### src/common/owcd_pkg.sv
// package: option word layout, field codes, timing counts and register map
package owcd_pkg;
  // ****************************************
  // word geometry and register map
  // ****************************************
  localparam int OPT_W = 13;
  localparam logic [11:0] ADDR_PRIMARY = 12'h000;
  localparam logic [11:0] ADDR_SECONDARY = 12'h004;
  localparam logic [11:0] ADDR_CUST_ID = 12'h008;
  localparam logic [11:0] ADDR_STATUS = 12'h00C;
  localparam logic [11:0] ADDR_EXEC = 12'h010;
  localparam logic [11:0] ADDR_CYCLE = 12'h014;
  // ****************************************
  // field positions, primary word
  // ****************************************
  localparam int P_RESET_PIN = 12;
  localparam int P_WDOG = 11;
  localparam int P_CYCLE_LENGTH_SELECT = 10;
  localparam int P_OSC_HI = 9;
  localparam int P_OSC_LO = 8;
  localparam int P_SECURITY = 7;
  localparam int P_SUT_HI = 6;
  localparam int P_SUT_LO = 5;
  localparam int P_TYPE = 4;
  localparam int P_OSC_OUT = 3;
  localparam int P_TRIM_HI = 2;
  // secondary word
  localparam int S_POWER = 2;
  localparam int S_RCM_HI = 1;
  // ****************************************
  // encodings
  // ****************************************
  typedef enum logic [1:0] {OSC_SLOW_XT = 2'b00, OSC_FAST_XT = 2'b01,
    OSC_EXT_RC = 2'b10, OSC_INT_RC = 2'b11} owcd_osc_e;
  typedef enum logic [1:0] {IRC_455K = 2'b00, IRC_1M = 2'b01,
    IRC_8M = 2'b10, IRC_4M = 2'b11} owcd_irc_e;
  localparam logic [1:0] SUT_18MS = 2'b11;
  localparam logic [1:0] SUT_4P5MS = 2'b10;
  localparam logic [1:0] SUT_288MS = 2'b01;
  localparam logic [1:0] SUT_72MS = 2'b00;
  localparam logic [2:0] TRIM_REQUIRED = 3'h7;
  // ****************************************
  // timing
  // ****************************************
  localparam int CLK_MHZ = 125;
  localparam int SUT_18_US = 18000;
  localparam int SUT_4P5_US = 4500;
  localparam int SUT_288_US = 288000;
  localparam int SUT_72_US = 72000;
  localparam int CYC_18 = SUT_18_US * CLK_MHZ;
  localparam int CYC_4P5 = SUT_4P5_US * CLK_MHZ;
  localparam int CYC_288 = SUT_288_US * CLK_MHZ;
  localparam int CYC_72 = SUT_72_US * CLK_MHZ;
  localparam int OSC_DIV_FAST = 2;
  localparam int OSC_DIV_SLOW = 4;
  // ****************************************
  // carriers
  // ****************************************
  typedef struct packed {
    logic ext_reset_en;
    logic wdog_en;
    logic four_period;
    owcd_osc_e osc_mode;
    logic code_protect;
    logic [1:0] setup_sel;
    logic osc_out_select;
    logic [2:0] rc_trim_field;
    logic high_power;
    owcd_irc_e irc_freq;
  } owcd_cfg_s;
  typedef struct packed {
    logic pc_write;
    logic jump;
    logic skip_taken;
  } owcd_exec_s;
endpackage : owcd_pkg

### src/design/owcd_cycle_timer.sv
// instruction cycle and timer clock divider
`timescale 1ns/1ps
module owcd_cycle_timer
  import owcd_pkg::*;
(
  // clock and reset
  input wire logic pclk,
  input wire logic presetn,
  input wire logic ce,
  // control
  input wire logic run,
  input wire logic four_period,
  // strobes
  output logic cycle_tick,
  output logic timer_tick
);
  logic [1:0] phase_q;
  logic last;
  assign last = four_period ? (phase_q == 2'(OSC_DIV_SLOW - 1)) : (phase_q[0] == 1'b1);

  always_ff @(posedge pclk or negedge presetn) begin
    if (!presetn) begin
      phase_q <= 2'h0;
    end else if (ce) begin
      if (!run || last) phase_q <= 2'h0;
      else phase_q <= phase_q + 2'h1;
    end
  end

  // timer runs on one pulse per instruction cycle: fosc/2 or fosc/4
  always_ff @(posedge pclk or negedge presetn) begin
    if (!presetn) begin
      cycle_tick <= 1'b0;
      timer_tick <= 1'b0;
    end else if (ce) begin
      cycle_tick <= run && last;
      timer_tick <= run && last;
    end
  end

  tick_period_a: assert property (@(posedge pclk) disable iff (!presetn)
    ce && run && four_period && cycle_tick |=> !cycle_tick) else $error("cycle tick too fast");
endmodule : owcd_cycle_timer

### src/design/owcd_top.sv
// option word decoder top: latch, decode, setup delay, cycle timing, apb view
`timescale 1ns/1ps
// Overview of operation
// internal rc runs 4 MHz by default; 1 MHz, 8 MHz, 455 kHz selectable
// frequency field 11 gives 4 MHz, 10 gives 8 MHz
// option words live outside program memory, not reachable by running code; the customer id word stays readable over apb in any mode
// three 13-bit words: primary, secondary, customer id
// primary bit 12 low enables active-low external reset on shared pin
// primary bit 11 low enables the watchdog
// pin-change wake needs watchdog option on and runtime watchdog enable off
// primary bit 10 picks two or four oscillator periods per cycle
// bits 9:8 pick oscillator mode: irc, erc, fast xtal, slow xtal
// primary bit 7 low turns code read-out protection on
// bits 6:5 pick set-up delay 18, 4.5, 288, 72 ms
// programmer must write type bit 4 as zero
// primary bit 3 selects port bit or oscillator output on pin
// programmer must set all three trim bits to one
// secondary bit 2 low selects low power, high selects high power
// customer id word is 13 bits with no effect on behaviour
// instructions are 13-bit words completing normally in one cycle
// program counter writes take two instruction cycles
// jumps, calls, returns and taken skips take two cycles
// timer clock is fosc/4 with four-period cycles, else fosc/2
// option words latched at power-on before set-up delay, held after
module owcd_top
  import owcd_pkg::*;
#(
  parameter int unsigned SETUP_18 = CYC_18,
  parameter int unsigned SETUP_4P5 = CYC_4P5,
  parameter int unsigned SETUP_288 = CYC_288,
  parameter int unsigned SETUP_72 = CYC_72
)(
  // clock, reset, enable
  input wire logic pclk,
  input wire logic presetn,
  input wire logic ce,
  // non-volatile option storage
  input wire logic [owcd_pkg::OPT_W-1:0] nv_primary,
  input wire logic [owcd_pkg::OPT_W-1:0] nv_secondary,
  input wire logic [owcd_pkg::OPT_W-1:0] nv_cust_id,
  input wire logic prog_mode,
  // apb slave
  input wire logic psel,
  input wire logic penable,
  input wire logic pwrite,
  input wire logic [11:0] paddr,
  input wire logic [31:0] pwdata,
  input wire logic [3:0] pstrb,
  output logic [31:0] prdata,
  output logic pready,
  output logic pslverr,
  // decoded configuration
  output owcd_pkg::owcd_cfg_s cfg,
  output logic [owcd_pkg::OPT_W-1:0] customer_id,
  output logic core_run,
  // instruction timing
  output logic instr_done,
  output logic timer_clk_en
);
  import owcd_pkg::*;

  // ****************************************
  // option latch
  // ****************************************
  typedef enum {ST_LATCH, ST_SETUP, ST_RUN} owcd_state_e;
  owcd_state_e state_q;
  logic [OPT_W-1:0] prim_q, sec_q, id_q;
  logic [31:0] setup_cnt_q;
  logic latched;

  // words captured once after reset release; nothing rewrites them later
  always_ff @(posedge pclk or negedge presetn) begin
    if (!presetn) begin
      prim_q <= '1;
      sec_q <= '1;
      id_q <= '0;
    end else if (ce && state_q == ST_LATCH) begin
      prim_q <= nv_primary;
      sec_q <= nv_secondary;
      id_q <= nv_cust_id;
    end
  end

  function automatic logic [31:0] setup_count(input logic [1:0] sel);
    case (sel)
      SUT_18MS: setup_count = SETUP_18;
      SUT_4P5MS: setup_count = SETUP_4P5;
      SUT_288MS: setup_count = SETUP_288;
      default: setup_count = SETUP_72;
    endcase
  endfunction : setup_count

  assign latched = (state_q != ST_LATCH);

  // ****************************************
  // set-up delay sequencer
  // ****************************************
  always_ff @(posedge pclk or negedge presetn) begin
    if (!presetn) begin
      state_q <= ST_LATCH;
      setup_cnt_q <= 32'h0000_0000;
    end else if (ce) begin
      case (state_q)
        ST_LATCH: begin
          state_q <= ST_SETUP;
          setup_cnt_q <= setup_count(nv_primary[P_SUT_HI:P_SUT_LO]);
        end
        ST_SETUP: begin
          if (setup_cnt_q <= 32'h0000_0001) state_q <= ST_RUN;
          else setup_cnt_q <= setup_cnt_q - 32'h0000_0001;
        end
        ST_RUN: state_q <= ST_RUN;
        default: state_q <= ST_LATCH;
      endcase
    end
  end

  // cycles spent in set-up, kept only so that the delay length can be checked
  logic [31:0] setup_seen_q;

  always_ff @(posedge pclk or negedge presetn) begin
    if (!presetn) begin
      setup_seen_q <= 32'h0000_0000;
    end else if (ce && state_q == ST_SETUP) begin
      setup_seen_q <= setup_seen_q + 32'h0000_0001;
    end
  end

  setup_len_a: assert property (@(posedge pclk) disable iff (!presetn)
    ce && state_q == ST_SETUP && setup_cnt_q <= 32'h0000_0001 |->
    setup_seen_q == setup_count(prim_q[P_SUT_HI:P_SUT_LO]) - 32'h0000_0001) else $error("set-up length");

  // ****************************************
  // decode
  // ****************************************
  always_ff @(posedge pclk or negedge presetn) begin
    if (!presetn) begin
      cfg <= '0;
      customer_id <= '0;
      core_run <= 1'b0;
    end else if (ce) begin
      cfg.ext_reset_en <= latched && !prim_q[P_RESET_PIN];
      cfg.wdog_en <= latched && !prim_q[P_WDOG];
      cfg.four_period <= prim_q[P_CYCLE_LENGTH_SELECT];
      cfg.osc_mode <= owcd_osc_e'(prim_q[P_OSC_HI:P_OSC_LO]);
      cfg.code_protect <= !prim_q[P_SECURITY];
      cfg.setup_sel <= prim_q[P_SUT_HI:P_SUT_LO];
      cfg.osc_out_select <= prim_q[P_OSC_OUT];
      cfg.rc_trim_field <= prim_q[P_TRIM_HI:0];
      cfg.high_power <= sec_q[S_POWER];
      cfg.irc_freq <= owcd_irc_e'(sec_q[S_RCM_HI:0]);
      customer_id <= id_q;
      core_run <= (state_q == ST_RUN);
    end
  end

  // ****************************************
  // instruction cycles
  // ****************************************
  owcd_exec_s exec_q;
  logic second_q, cycle_tick;

  owcd_cycle_timer u_cyc (
    .pclk(pclk),
    .presetn(presetn),
    .ce(ce),
    .run(core_run),
    .four_period(prim_q[P_CYCLE_LENGTH_SELECT]),
    .cycle_tick(cycle_tick),
    .timer_tick(timer_clk_en)
  );

  // one cycle normally; two for pc writes, branches and taken skips
  always_ff @(posedge pclk or negedge presetn) begin
    if (!presetn) begin
      second_q <= 1'b0;
      instr_done <= 1'b0;
    end else if (ce) begin
      instr_done <= 1'b0;
      if (cycle_tick) begin
        if (!second_q && (exec_q.pc_write || exec_q.jump || exec_q.skip_taken)) begin
          second_q <= 1'b1;
        end else begin
          second_q <= 1'b0;
          instr_done <= 1'b1;
        end
      end
    end
  end

  // ****************************************
  // apb slave
  // ****************************************
  // primary and secondary words are only visible in programming mode; the customer id reads in any mode
  logic rd_ok;
  assign rd_ok = prog_mode && !(cfg.code_protect && latched);

  always_ff @(posedge pclk or negedge presetn) begin
    if (!presetn) begin
      exec_q <= '0;
    end else if (ce && psel && penable && pwrite && paddr == ADDR_EXEC && pstrb[0]) begin
      exec_q <= pwdata[2:0];
    end
  end

  always_ff @(posedge pclk or negedge presetn) begin
    if (!presetn) begin
      prdata <= 32'h0000_0000;
      pready <= 1'b0;
      pslverr <= 1'b0;
    end else if (ce) begin
      pready <= psel && !penable;
      pslverr <= 1'b0;
      prdata <= 32'h0000_0000;
      if (psel && !penable) begin
        case (paddr)
          ADDR_PRIMARY: begin
            prdata <= rd_ok ? 32'(prim_q) : 32'h0000_0000;
            pslverr <= !rd_ok || pwrite;
          end
          ADDR_SECONDARY: begin
            prdata <= rd_ok ? 32'(sec_q) : 32'h0000_0000;
            pslverr <= !rd_ok || pwrite;
          end
          ADDR_CUST_ID: begin
            prdata <= 32'(id_q);
            pslverr <= pwrite;
          end
          ADDR_STATUS: prdata <= {30'h0000_0000, core_run, latched};
          ADDR_EXEC: prdata <= {29'h0000_0000, exec_q};
          ADDR_CYCLE: prdata <= {30'h0000_0000, second_q, prim_q[P_CYCLE_LENGTH_SELECT]};
          default: pslverr <= 1'b1;
        endcase
      end
    end
  end

  // ****************************************
  // checks
  // ****************************************
  // decode checks wait one edge after the latch, since cfg is registered from the held words
  wdog_decode_a: assert property (@(posedge pclk) disable iff (!presetn)
    ce && latched && $stable(prim_q) |=> cfg.wdog_en == !prim_q[P_WDOG])
    else $error("watchdog decode");
  reset_pin_a: assert property (@(posedge pclk) disable iff (!presetn)
    ce && latched |=> cfg.ext_reset_en == !prim_q[P_RESET_PIN])
    else $error("reset pin decode");
  words_held_a: assert property (@(posedge pclk) disable iff (!presetn)
    latched |=> $stable(prim_q) && $stable(sec_q) && $stable(id_q))
    else $error("options changed");
  irc_freq_a: assert property (@(posedge pclk) disable iff (!presetn)
    ce && latched |=> cfg.irc_freq == owcd_irc_e'(sec_q[1:0]))
    else $error("irc decode");
  no_run_early_a: assert property (@(posedge pclk) disable iff (!presetn)
    state_q != ST_RUN |=> !instr_done)
    else $error("ran before setup");
  two_cycle_a: assert property (@(posedge pclk) disable iff (!presetn)
    ce && cycle_tick && !second_q && exec_q.jump |=> !instr_done && second_q)
    else $error("branch one cycle");
  one_cycle_a: assert property (@(posedge pclk) disable iff (!presetn)
    ce && cycle_tick && exec_q == '0 |=> instr_done)
    else $error("plain instr slow");
  protect_read_a: assert property (@(posedge pclk) disable iff (!presetn)
    ce && psel && !penable && !prog_mode && paddr == ADDR_PRIMARY |=> prdata == 32'h0000_0000)
    else $error("option leak");
  power_sel_a: assert property (@(posedge pclk) disable iff (!presetn)
    ce && latched |=> cfg.high_power == sec_q[S_POWER])
    else $error("power decode");
  four_period_a: assert property (@(posedge pclk) disable iff (!presetn)
    ce && latched |=> cfg.four_period == prim_q[P_CYCLE_LENGTH_SELECT])
    else $error("cycle length decode");
  osc_mode_a: assert property (@(posedge pclk) disable iff (!presetn)
    ce && latched |=> cfg.osc_mode == owcd_osc_e'(prim_q[P_OSC_HI:P_OSC_LO]))
    else $error("oscillator mode decode");
  code_protect_a: assert property (@(posedge pclk) disable iff (!presetn)
    ce && latched |=> cfg.code_protect == !prim_q[P_SECURITY])
    else $error("protection decode");
  setup_sel_a: assert property (@(posedge pclk) disable iff (!presetn)
    ce && latched |=> cfg.setup_sel == prim_q[P_SUT_HI:P_SUT_LO])
    else $error("set-up select decode");
  osc_out_a: assert property (@(posedge pclk) disable iff (!presetn)
    ce && latched |=> cfg.osc_out_select == prim_q[P_OSC_OUT])
    else $error("oscillator output decode");
  cust_id_a: assert property (@(posedge pclk) disable iff (!presetn)
    ce && latched |=> customer_id == id_q)
    else $error("customer id copy");
  pc_write_a: assert property (@(posedge pclk) disable iff (!presetn)
    ce && cycle_tick && !second_q && exec_q.pc_write |=> !instr_done && second_q)
    else $error("pc write one cycle");
  skip_taken_a: assert property (@(posedge pclk) disable iff (!presetn)
    ce && cycle_tick && !second_q && exec_q.skip_taken |=> !instr_done && second_q)
    else $error("skip one cycle");
  second_done_a: assert property (@(posedge pclk) disable iff (!presetn)
    ce && cycle_tick && second_q |=> instr_done && !second_q)
    else $error("second cycle not ending");
  timer_rate_a: assert property (@(posedge pclk) disable iff (!presetn)
    ce && core_run && !prim_q[P_CYCLE_LENGTH_SELECT] && timer_clk_en ##1 ce |-> !timer_clk_en ##1 timer_clk_en)
    else $error("timer rate");
  write_refused_a: assert property (@(posedge pclk) disable iff (!presetn)
    ce && psel && !penable && pwrite && (paddr == ADDR_PRIMARY || paddr == ADDR_SECONDARY) |=> pslverr)
    else $error("option write accepted");
  run_seen_c: cover property (@(posedge pclk) $rose(core_run));
  branch_c: cover property (@(posedge pclk) cycle_tick && exec_q.pc_write);
  apb_err_c: cover property (@(posedge pclk) pready && pslverr);
  skip_c: cover property (@(posedge pclk) cycle_tick && exec_q.skip_taken);
  freeze_c: cover property (@(posedge pclk) !ce && core_run);
endmodule : owcd_top

### config.mk
export PLATFORM = sky130hd
export DESIGN_NAME = owcd_top
export DESIGN_NICKNAME = d
export VERILOG_FILES = /design/src/common/owcd_pkg.sv /design/src/design/owcd_cycle_timer.sv /design/src/design/owcd_top.sv
export SDC_FILE = /design/constraint.sdc
export NUM_CORES = 1
export LEC_CHECK = 0
export BUFFER_PORTS_ARGS = -buffer_cell sky130_fd_sc_hd__buf_2
export CAP_MARGIN = 20
export CORE_ASPECT_RATIO = 0.8
export CORE_MARGIN = 5
export CORE_UTILIZATION = 38
export CTS_CLUSTER_SIZE = 30
export DETAILED_ROUTE_END_ITERATION = 7
export GPL_ROUTABILITY_DRIVEN = 0
export PLACE_DENSITY = 0.63
export SLEW_MARGIN = 20
export SYNTH_ARGS = -nofsm -noshare
export SYNTH_HDL_FRONTEND = slang
export SYNTH_SLANG_ARGS = --single-unit
export TNS_END_PERCENT = 30
### constraint.sdc
create_clock -name pclk -period 3.61 [get_ports pclk]
set_clock_uncertainty 0.15 [all_clocks]
set_input_delay 0.722 -clock pclk [delete_from_list [all_inputs] [get_ports pclk]]
set_output_delay 0.722 -clock pclk [all_outputs]
set_load 0.05 [all_outputs]
== Yosys cells after proc, flatten, opt, wreduce, memory -nomap -nowiden ==
Cells that the tools add are included.
Storage, ports and cells
  logic and storage cells: 95
  bits in read-only memories: 0
  memories kept: 0
  flip-flop bits (word level): 174
  input port bits: 94
  memory bits (writable): 0
  bits in latches: 0
Cells by class
  equality and inequality tests: 14
  add/subtract/negate cells: 2
  bitwise gates (word level): 0
  $lt $le $gt $ge: 1
  shift-type cells: 0
  reduce and logical (&&, ||, !) cells: 35
  multiplexer cells: 16
  div/mod/pow operators: 0
  $mul: 0
Operators with widths (count)
  32-bit case mux with 3 select lines: 1
  13-bit case mux with 6 select lines: 1
  26-bit case mux with 3 select lines: 1
  32-bit zero test: 2
  32-bit 2-to-1 mux: 2
  32-bit case mux with 2 select lines: 1
  13-bit 2-to-1 mux: 3
  32-bit by 1-bit == test with 1-bit output, second input constant: 1
  32-bit by 2-bit == test with 1-bit output, second input constant: 1
  32-bit by 3-bit == test with 1-bit output, second input constant: 1
  32-bit by 1-bit less-or-equal comparator with 1-bit output, second input constant: 1
  32-bit nonzero test: 1
  32-bit by 1-bit subtractor with 32-bit output, second input constant: 1
  12-bit by 4-bit == test with 1-bit output, second input constant: 2
  12-bit by 5-bit == test with 1-bit output, second input constant: 2
  1-bit logical AND: 13
  12-bit by 3-bit == test with 1-bit output, second input constant: 1
  12-bit zero test: 1
  1-bit zero test: 8
  2-bit == test, second input constant: 3
  1-bit 2-to-1 mux: 5
  1-bit logical OR: 4
  2-bit != test, second input constant: 2
  2-bit AND reduction: 2
  other kinds (8): 8

== Longest topological paths before layout ==
Gate-level depths: netlist of the first run.
  word-level depth: 8
  gate-level depth with buffers: 8
  depth with buffers taken out: 7

== Hierarchy ==
From an unflattened synthesis of the first run, not the netlist that was laid out.
Second synthesis, totals
  cell total of the unflattened synthesis: 551
  area total of the unflattened synthesis: 6135.9 sq um
Modules (own cells, without submodules)
  owcd_top: sequential area each 3085.5 sq um, area each 5970.7 sq um, times used 1, cells an instance 536
  owcd_cycle_timer: sequential area each 75.1 sq um, area each 165.2 sq um, times used 1, cells an instance 15

== Worst setup path before layout of the first run ==
No wires, ideal clock.
  kind: register -> register
  from: register setup_cnt_q[20]
  to: register setup_cnt_q[10]
  data arrival time: 2.246 ns
  cell stages (with the launch flop): 6
  data required time: 3.334 ns
  setup slack: 1.087 ns
  path through: dfrtp_1 > or4_4 > or4_4 > or3_1 > and3_1 > o32a_1
Between the ends
  cells in the longest elaborated chain, start to end: 3
RTL lines
  start, declared: RTL line owcd_top.sv:68  | logic [31:0] setup_cnt_q;
  start signal, assigned: RTL line owcd_top.sv:106  | setup_cnt_q <= setup_count(nv_primary[P_SUT_HI:P_SUT_LO]);
  start signal, assigned: RTL line owcd_top.sv:110  | else setup_cnt_q <= setup_cnt_q - 32'h0000_0001;
  32-bit by 1-bit less-or-equal comparator with 1-bit output: RTL line owcd_top.sv:109  | if (setup_cnt_q <= 32'h0000_0001) state_q <= ST_RUN;
  2-bit != test (no source line)
  3-bit AND reduction (no source line)
No other way between the ends.
A chain may end at the register's enable or synchronous reset.

== Worst setup path after layout of the first run ==
  from: register setup_cnt_q[13]
  to: register setup_cnt_q[4]
Same word-level chain as after synthesis.

==> flow_summary.toml, run 1 <==
[outcome]
status = "finished clean"

[critical_path]
critical_path.cell_chain = "nor4_1 > nand3_1 > nor4_1 > buf_4 > a21o_1 > o22ai_1"
r2r_start = "setup_cnt_q[13]$_DFFE_PN0P_"
path_max_fanout = 12
worstSetupEndpointType = "register"
cp_data_arrival_time_ns = 3.13
worstPathRequired_ns = 3.73
cpPeakStageDelay_ns = 0.56
critical_path_class = "register to register"
regToRegEndpoint = "setup_cnt_q[4]$_DFFE_PN0P_"
cp_slowest_cell = "nor4_1"
r2r_cells = 6
worst_path_most_repeated_cell = "nor4_1"
worstSetupStartpointType = "register"
regToRegSetupSlack_ns = 0.59

[routing]
final_antenna_net_count = 0
wl_per_cell_um = 18.1
postRouteWirelength_um = 15900
avgViaCountPerCell = 5.49
drt_iter0_drc = 335
vias = 4822
drcViolationCount = 0
first_pass_iters = 4

[power_and_ir_drop]
power.density_nw_per_um2 = 879
switchingPower_mw = 2.56
peakVddDrop_mv = 0.487
p_int_mw = 4.04
p_leak_nw = 3.37
clockPowerShare_pct = 26.6
power_frac_seq_pct = 36.7
pwr-share-comb_pct = 36.7
p_sw_share_pct = 38.8
finalPower_mw = 6.61

[clock_tree]
cts_hold_buf = 0
cts_buffer_depth = 2
cts.sinks = 125
cts_max_level = 4
numCtsBuffers = 17
post-cts-setup-buffer-count = 0
cts_tree = "yes"
worstSkewPairLatency_ns = 0.41
cts_resized = 0
root_buffer = "clkbuf_16"
clk_pin_slew_ns = 0.06

[sta]
rsz0062_at_grt = "no"
maxSlewHeadroom_pct = 39.9
tightest_slew_ns = 0.901
fmax_mhz = 331
fin_setup_tns_ns = 0
holdWs_ns = 0.285
finalHoldViolCount = 0
drv_slew = 0
post-route-period-util_pct = 83.6
finalSetupViolCount = 0
setup_slack_ns = 0.592
min_period_ns = 3.02

[yosys]
synth_edf_count = 0
synth_flop_cell = "dfrtp_1"
yosysTopAreaCell = "dfrtp_1"
seq_area_frac_synth_pct = 51.4
async_flop_share_pct = 100
synth_warnings = 0
synth_cells = 536
synth_top_area_share_pct = 40.3
synthTopCellsByArea = "dfrtp_1 (40%), mux2_2 (13%), dfstp_2 (11%)"
syn_area_per_cell_um2 = 11.5
synth_cell_types = 60
netlist_area_um2 = 6150
ys_seq_elements = 125

[placed_design]
dpl_worst_slack_ns = 0.554
hpwl_um = 11300
dp_cells = 846
place_area_um2 = 6900
port_buffers = 107

[cells_and_area]
n_fill_cell = 1451
finalNonFillerCells = 878
fin_util_pct = 47.4
syn_to_final_growth_pct = 22.1
layout.nets = 750
drive_gt1_share_pct = 39.6
finalInstanceArea_um2 = 7510

[floorplan]
die_w_um = 152
die_h_um = 124
placement_rows = 41
ios = 159
initial_utilization_pct = 38.8
die_area_um2 = 18800
coreArea_um2 = 15900

[grt]
grt_pass1_wl_um = 25800
antenna_found_initial = 0
track_usage_pct = 17.2
grt_max_degree = 72
grt_pass1_vias = 4925
overflow = 0

[run]
maxCapViolCount = 0

[hold_path]
hp-class = "input port to asynchronous set/reset pin"
==> registers in the layout, summed over array words and instances, names as in the netlist <==
signal / cells
sec_q: 13
customer_id: 13
pready: 1
second_q: 1
u_cyc.phase_q: 2
core_run: 1
instr_done: 1
cfg: 15
pslverr: 1
setup_cnt_q: 32
prim_q: 13
id_q: 13
prdata: 13
exec_q: 3
u_cyc.cycle_tick: 1
state_q: 2
==> area by class of cell <==
cell class	count	area, um^2	area share [%]
Multi-Input combinational cell	375	2780	37.0
Clock buffer	20	457	6.08
Antenna cell	1	2.50	0.0333
Clock inverter	11	158	2.10
Sequential cell	125	3160	42.1
Inverter	12	45.0	0.600
Tap cell	215	269	3.58
Timing Repair Buffer	119	641	8.53
==> power groups by stage <==
stage               logic [mW]  clock network (mW)  registers (mW)
finish                    2.42                1.76            2.42
global route              2.59                1.86            2.50
CTS                       2.42                1.79            2.42
detailed placement        2.41                   0            2.44
global placement          2.35                   0            2.40
floorplan                 1.26                   0            2.93
==> layout by cell type, fill, tap and decap left out, drive strengths merged, types with 3 or more instances in the layout <==
cell and count:
nor4 15, dfstp 26, mux2 74, o32a 3, o2bb2ai 4, or4 12, a31oi 7, bufinv 3
nand2 38, a21oi 9, nor4b 5, dfrtp 99, nor2b 11, inv 16, o31ai 6, clkbuf 20
or3 11, o22ai 8, or2 3, nand2b 6, ha 6, a221o 11, o21ai 12, nor3 26
a21o 3, nand3 7, a22oi 3, nor2 23, mux2i 22, nand4 6, a22o 3, buf 119
conb 19
==> cells by family (layout without fill, tap and decap cells) <==
family / after synthesis / in the layout / synth area share, %
simple gates: 171 / 171 / 15.4
flops: 125 / 125 / 51.4
buf+inv: 54 / 162 / 4.68
other cells: 1 / 20 / 0.0610
compound gates: 83 / 83 / 10.2
mux: 96 / 96 / 17.1
fa+ha+maj: 6 / 6 / 1.22
==> critical path, delay by kind of cell, from the launching register on <==
kind	cells	cell delay (ns)
compound gates	2	0.58
buf+inv	1	0.23
flops	1	0.42
simple gates	3	1.49
==> metal layers <==
| layer | vias to the layer above | global-route usage [%] | share of wire [%] |
|---|---|---|---|
| li1 | 2199 | - | - |
| met1 | 2410 | 22.7 | 45 |
| met2 | 191 | 27.7 | 47 |
| met3 | 22 | 4.31 | 6.1 |
| met4 | 0 | 6.18 | 1.7 |
| met5 | - | 0 | 0 |
==> worst max path at each step <==
stage / to / cells after the start / slack, ns / startpoint
after floorplan: setup_cnt_q[10]$_DFFE_PN0P_ / 5 / 1.09 / setup_cnt_q[20]$_DFFE_PN0P_
after global placement: setup_cnt_q[2]$_DFFE_PN0P_ / 6 / 0.63 / ce
after detailed placement: setup_cnt_q[2]$_DFFE_PN0P_ / 6 / 0.55 / ce
after CTS: setup_cnt_q[15]$_DFFE_PN0P_ / 6 / 0.70 / setup_cnt_q[14]$_DFFE_PN0P_
after global routing: setup_cnt_q[4]$_DFFE_PN0P_ / 6 / 0.38 / setup_cnt_q[12]$_DFFE_PN0P_
final: setup_cnt_q[4]$_DFFE_PN0P_ / 6 / 0.59 / setup_cnt_q[13]$_DFFE_PN0P_
==> Yosys cell counts (all sizes together) (11+ instances only) <==
cell / n
nor2: 23
nor3: 26
inv: 12
o21ai: 12
mux2i: 22
mux2: 74
or3: 11
nand2: 38
buf: 33
nor4: 15
or4: 12
a221o: 11
dfstp: 26
nor2b: 11
dfrtp: 99
(Power assumes the default switching activity.)
==> inputs of run 2 (changes only) <==
--- a/config.mk
+++ b/config.mk
@@ -13,7 +13,7 @@
 export CTS_CLUSTER_SIZE = 30
 export DETAILED_ROUTE_END_ITERATION = 7
 export GPL_ROUTABILITY_DRIVEN = 0
-export PLACE_DENSITY = 0.63
+export PLACE_DENSITY = 0.65
 export SLEW_MARGIN = 20
 export SYNTH_ARGS = -nofsm -noshare
 export SYNTH_HDL_FRONTEND = slang
==> constraint.sdc (replaced) <==
create_clock -name pclk -period 2.7 [get_ports pclk]
set_clock_uncertainty 0.15 [all_clocks]
set_input_delay 0.54 -clock pclk [delete_from_list [all_inputs] [get_ports pclk]]
set_output_delay 0.54 -clock pclk [all_outputs]
set_load 0.05 [all_outputs]
==> run 2 against run 1 <==
Against the previous run:
- fmax is 14% higher
- global-route usage increased by 0.24 points
- via count grew 0.29%
- largest power group is now combinational cells
- non-clock buffer count is 22 higher
- die area unchanged
- total power grew 32%
- setup slack lost 0.53 ns
==> flow_summary.toml, run 2 (synthesis results as in run 1) <==
[outcome]
status = "finished clean"

[critical_path]
crit_family = "simple AND/OR/NAND/NOR gates"
regToRegSetupSlack_ns = 0.06
worstPathRequired_ns = 2.84
critical_path_class = "register to register"
crit_path_start = "setup_cnt_q[22]$_DFFE_PN0P_"
cp_data_arrival_time_ns = 2.78
path_max_fanout = 5
critPathBufInv = 0
cp_slowest_cell = "or4_4"
critical_path.cell_chain = "or4_4 > or4_4 > or3_1 > and3_1 > o32a_1"
worst_path_most_repeated_cell = "or4_4"
worstSetupEndpointType = "register"
cpPeakStageDelay_ns = 0.58
r2r_start = "setup_cnt_q[22]$_DFFE_PN0P_"
r2r_cells = 5
regToRegEndpoint = "setup_cnt_q[10]$_DFFE_PN0P_"
worstSetupStartpointType = "register"

[routing]
postRouteWirelength_um = 16000
vias = 4836
drt_iter0_drc = 343
wl_per_cell_um = 17.8
first_pass_iters = 5
avgViaCountPerCell = 5.37
final_antenna_net_count = 0
drcViolationCount = 0

[cells_and_area]
largest_reg_flops = 32
reg_top3 = "setup_cnt_q x32, cfg x15"
syn_to_final_growth_pct = 24.5
final_common_cell = "buf_2"
regMostFlops = "setup_cnt_q"
drive_gt1_share_pct = 41.6
final_cell_mix = "buf_2 (106), dfrtp_1 (99), mux2_2 (73)"
layout.nets = 772
n_fill_cell = 1422
n_antenna_cell = 0

[clock_tree]
clk_pin_slew_ns = 0.06
cts_max_level = 4
cts_tree = "yes"
cts_buffer_depth = 2
root_buffer = "clkbuf_16"
worstSkewPairLatency_ns = 0.41
cts_resized = 0
post-cts-setup-buffer-count = 0
cts.sinks = 125
numCtsBuffers = 17

[sta]
min_period_ns = 2.64
fmax_mhz = 379
finalHoldViolCount = 0
tightest_slew_ns = 0.638
finalSetupViolCount = 0
holdWs_ns = 0.208
rsz0062_at_grt = "no"
drv_slew = 0
fin_setup_tns_ns = 0
maxSlewHeadroom_pct = 57.5
post-route-period-util_pct = 97.7

[floorplan]
initial_utilization_pct = 38.8
die_area_um2 = 18800
placement_rows = 41
die_h_um = 124
die_w_um = 152
coreArea_um2 = 15900
ios = 159

[grt]
grt_pass1_wl_um = 26300
overflow = 0
track_usage_pct = 17.4
grt_max_degree = 50
grt_pass1_vias = 5033
antenna_found_initial = 0

[run]
maxCapViolCount = 0

[power_and_ir_drop]
clockPowerShare_pct = 24.6
p_sw_share_pct = 39.8
p_leak_nw = 3.46
pwr-share-comb_pct = 38.4
power_frac_seq_pct = 37.0
power.density_nw_per_um2 = 1140
peakVddDrop_mv = 0.687
p_int_mw = 5.26
finalPower_mw = 8.73
switchingPower_mw = 3.47

[hold_path]
hp-class = "input port to register"
holdPathEnd = "prim_q[9]$_DFFE_PN1P_"
min_from = "nv_primary[9]"
hold-path-cell-count = 2

[placed_design]
port_buffers = 107
hpwl_um = 11600
-- run 2: cell types whose count changed in the layout (fill, tap and decap cells not counted) --
| cell | change |
|---|---|
| clkbuf_8 | -2 |
| bufinv_16 | -2 |
| clkinvlp_4 | +3 |
| inv_6 | +1 |
| buf_12 | +3 |
| buf_4 | +18 |
| diode_2 | -1 |
| dlygate4sd3_1 | +1 |
| clkinv_4 | -1 |
| clkbuf_1 | -1 |
| clkinv_2 | +3 |
-- run 2: how the worst max path moves through the flow --
stage | cells past startpoint | to | slack (ns)
floorplan | 5 | setup_cnt_q[10]$_DFFE_PN0P_ | 0.18
global placement | 5 | setup_cnt_q[10]$_DFFE_PN0P_ | 0.10
detailed placement | 5 | setup_cnt_q[10]$_DFFE_PN0P_ | 0.06
CTS | 5 | setup_cnt_q[10]$_DFFE_PN0P_ | 0.05
global route | 7 | setup_cnt_q[22]$_DFFE_PN0P_ | 0.004
finish | 5 | setup_cnt_q[10]$_DFFE_PN0P_ | 0.06
-- run 2: layout make-up --
class	instances	area, um^2	area share (%)
repair buffers	141	846	11.0
inverters	12	45.0	0.588
clock inverters	15	135	1.76
clock buffers	17	425	5.55
multi-input cells	375	2780	36.3
well taps	215	269	3.51
flip-flops and latches	125	3160	41.3
-- run 2: routing by layer --
metal  track usage, %  vias to the layer above  share of wire (%)
met5                0                        -                  0
met1             23.5                     2417                 47
met4             5.78                        0                1.5
met3             3.79                       21                5.6
li1                 -                     2233                  -
met2             28.1                      165                 46
-- run 2: what timing repair did --
item | in CTS | in global routing
hold endpoints to repair | 31 | 0
setup endpoints to repair | 0 | 1
hold buffers | 1 | 0
-- run 2: power by group through the flow --
stage / sequential [mW] / combinational, mW / clock (mW)
6_report: 3.23 / 3.35 / 2.15
5_1_grt: 3.33 / 3.60 / 2.29
4_1_cts: 3.23 / 3.36 / 2.19
3_5_place_dp: 3.26 / 3.34 / 0
3_3_place_gp: 3.20 / 3.26 / 0
2_1_floorplan: 3.91 / 1.69 / 0
-- run 2: stage by stage --
step | utilization (%) | instance area, um^2 | setup slack, ns | cells
floorplan | - | 6220 | 0.177 | 554
global placement | 44.7 | 7090 | 0.103 | 867
detailed placement | 44.7 | 7090 | 0.0635 | 867
CTS | 48.3 | 7660 | 0.0484 | 900
global route | 48.3 | 7660 | 0.00414 | 900
finish | 48.3 | 7660 | 0.0633 | 900
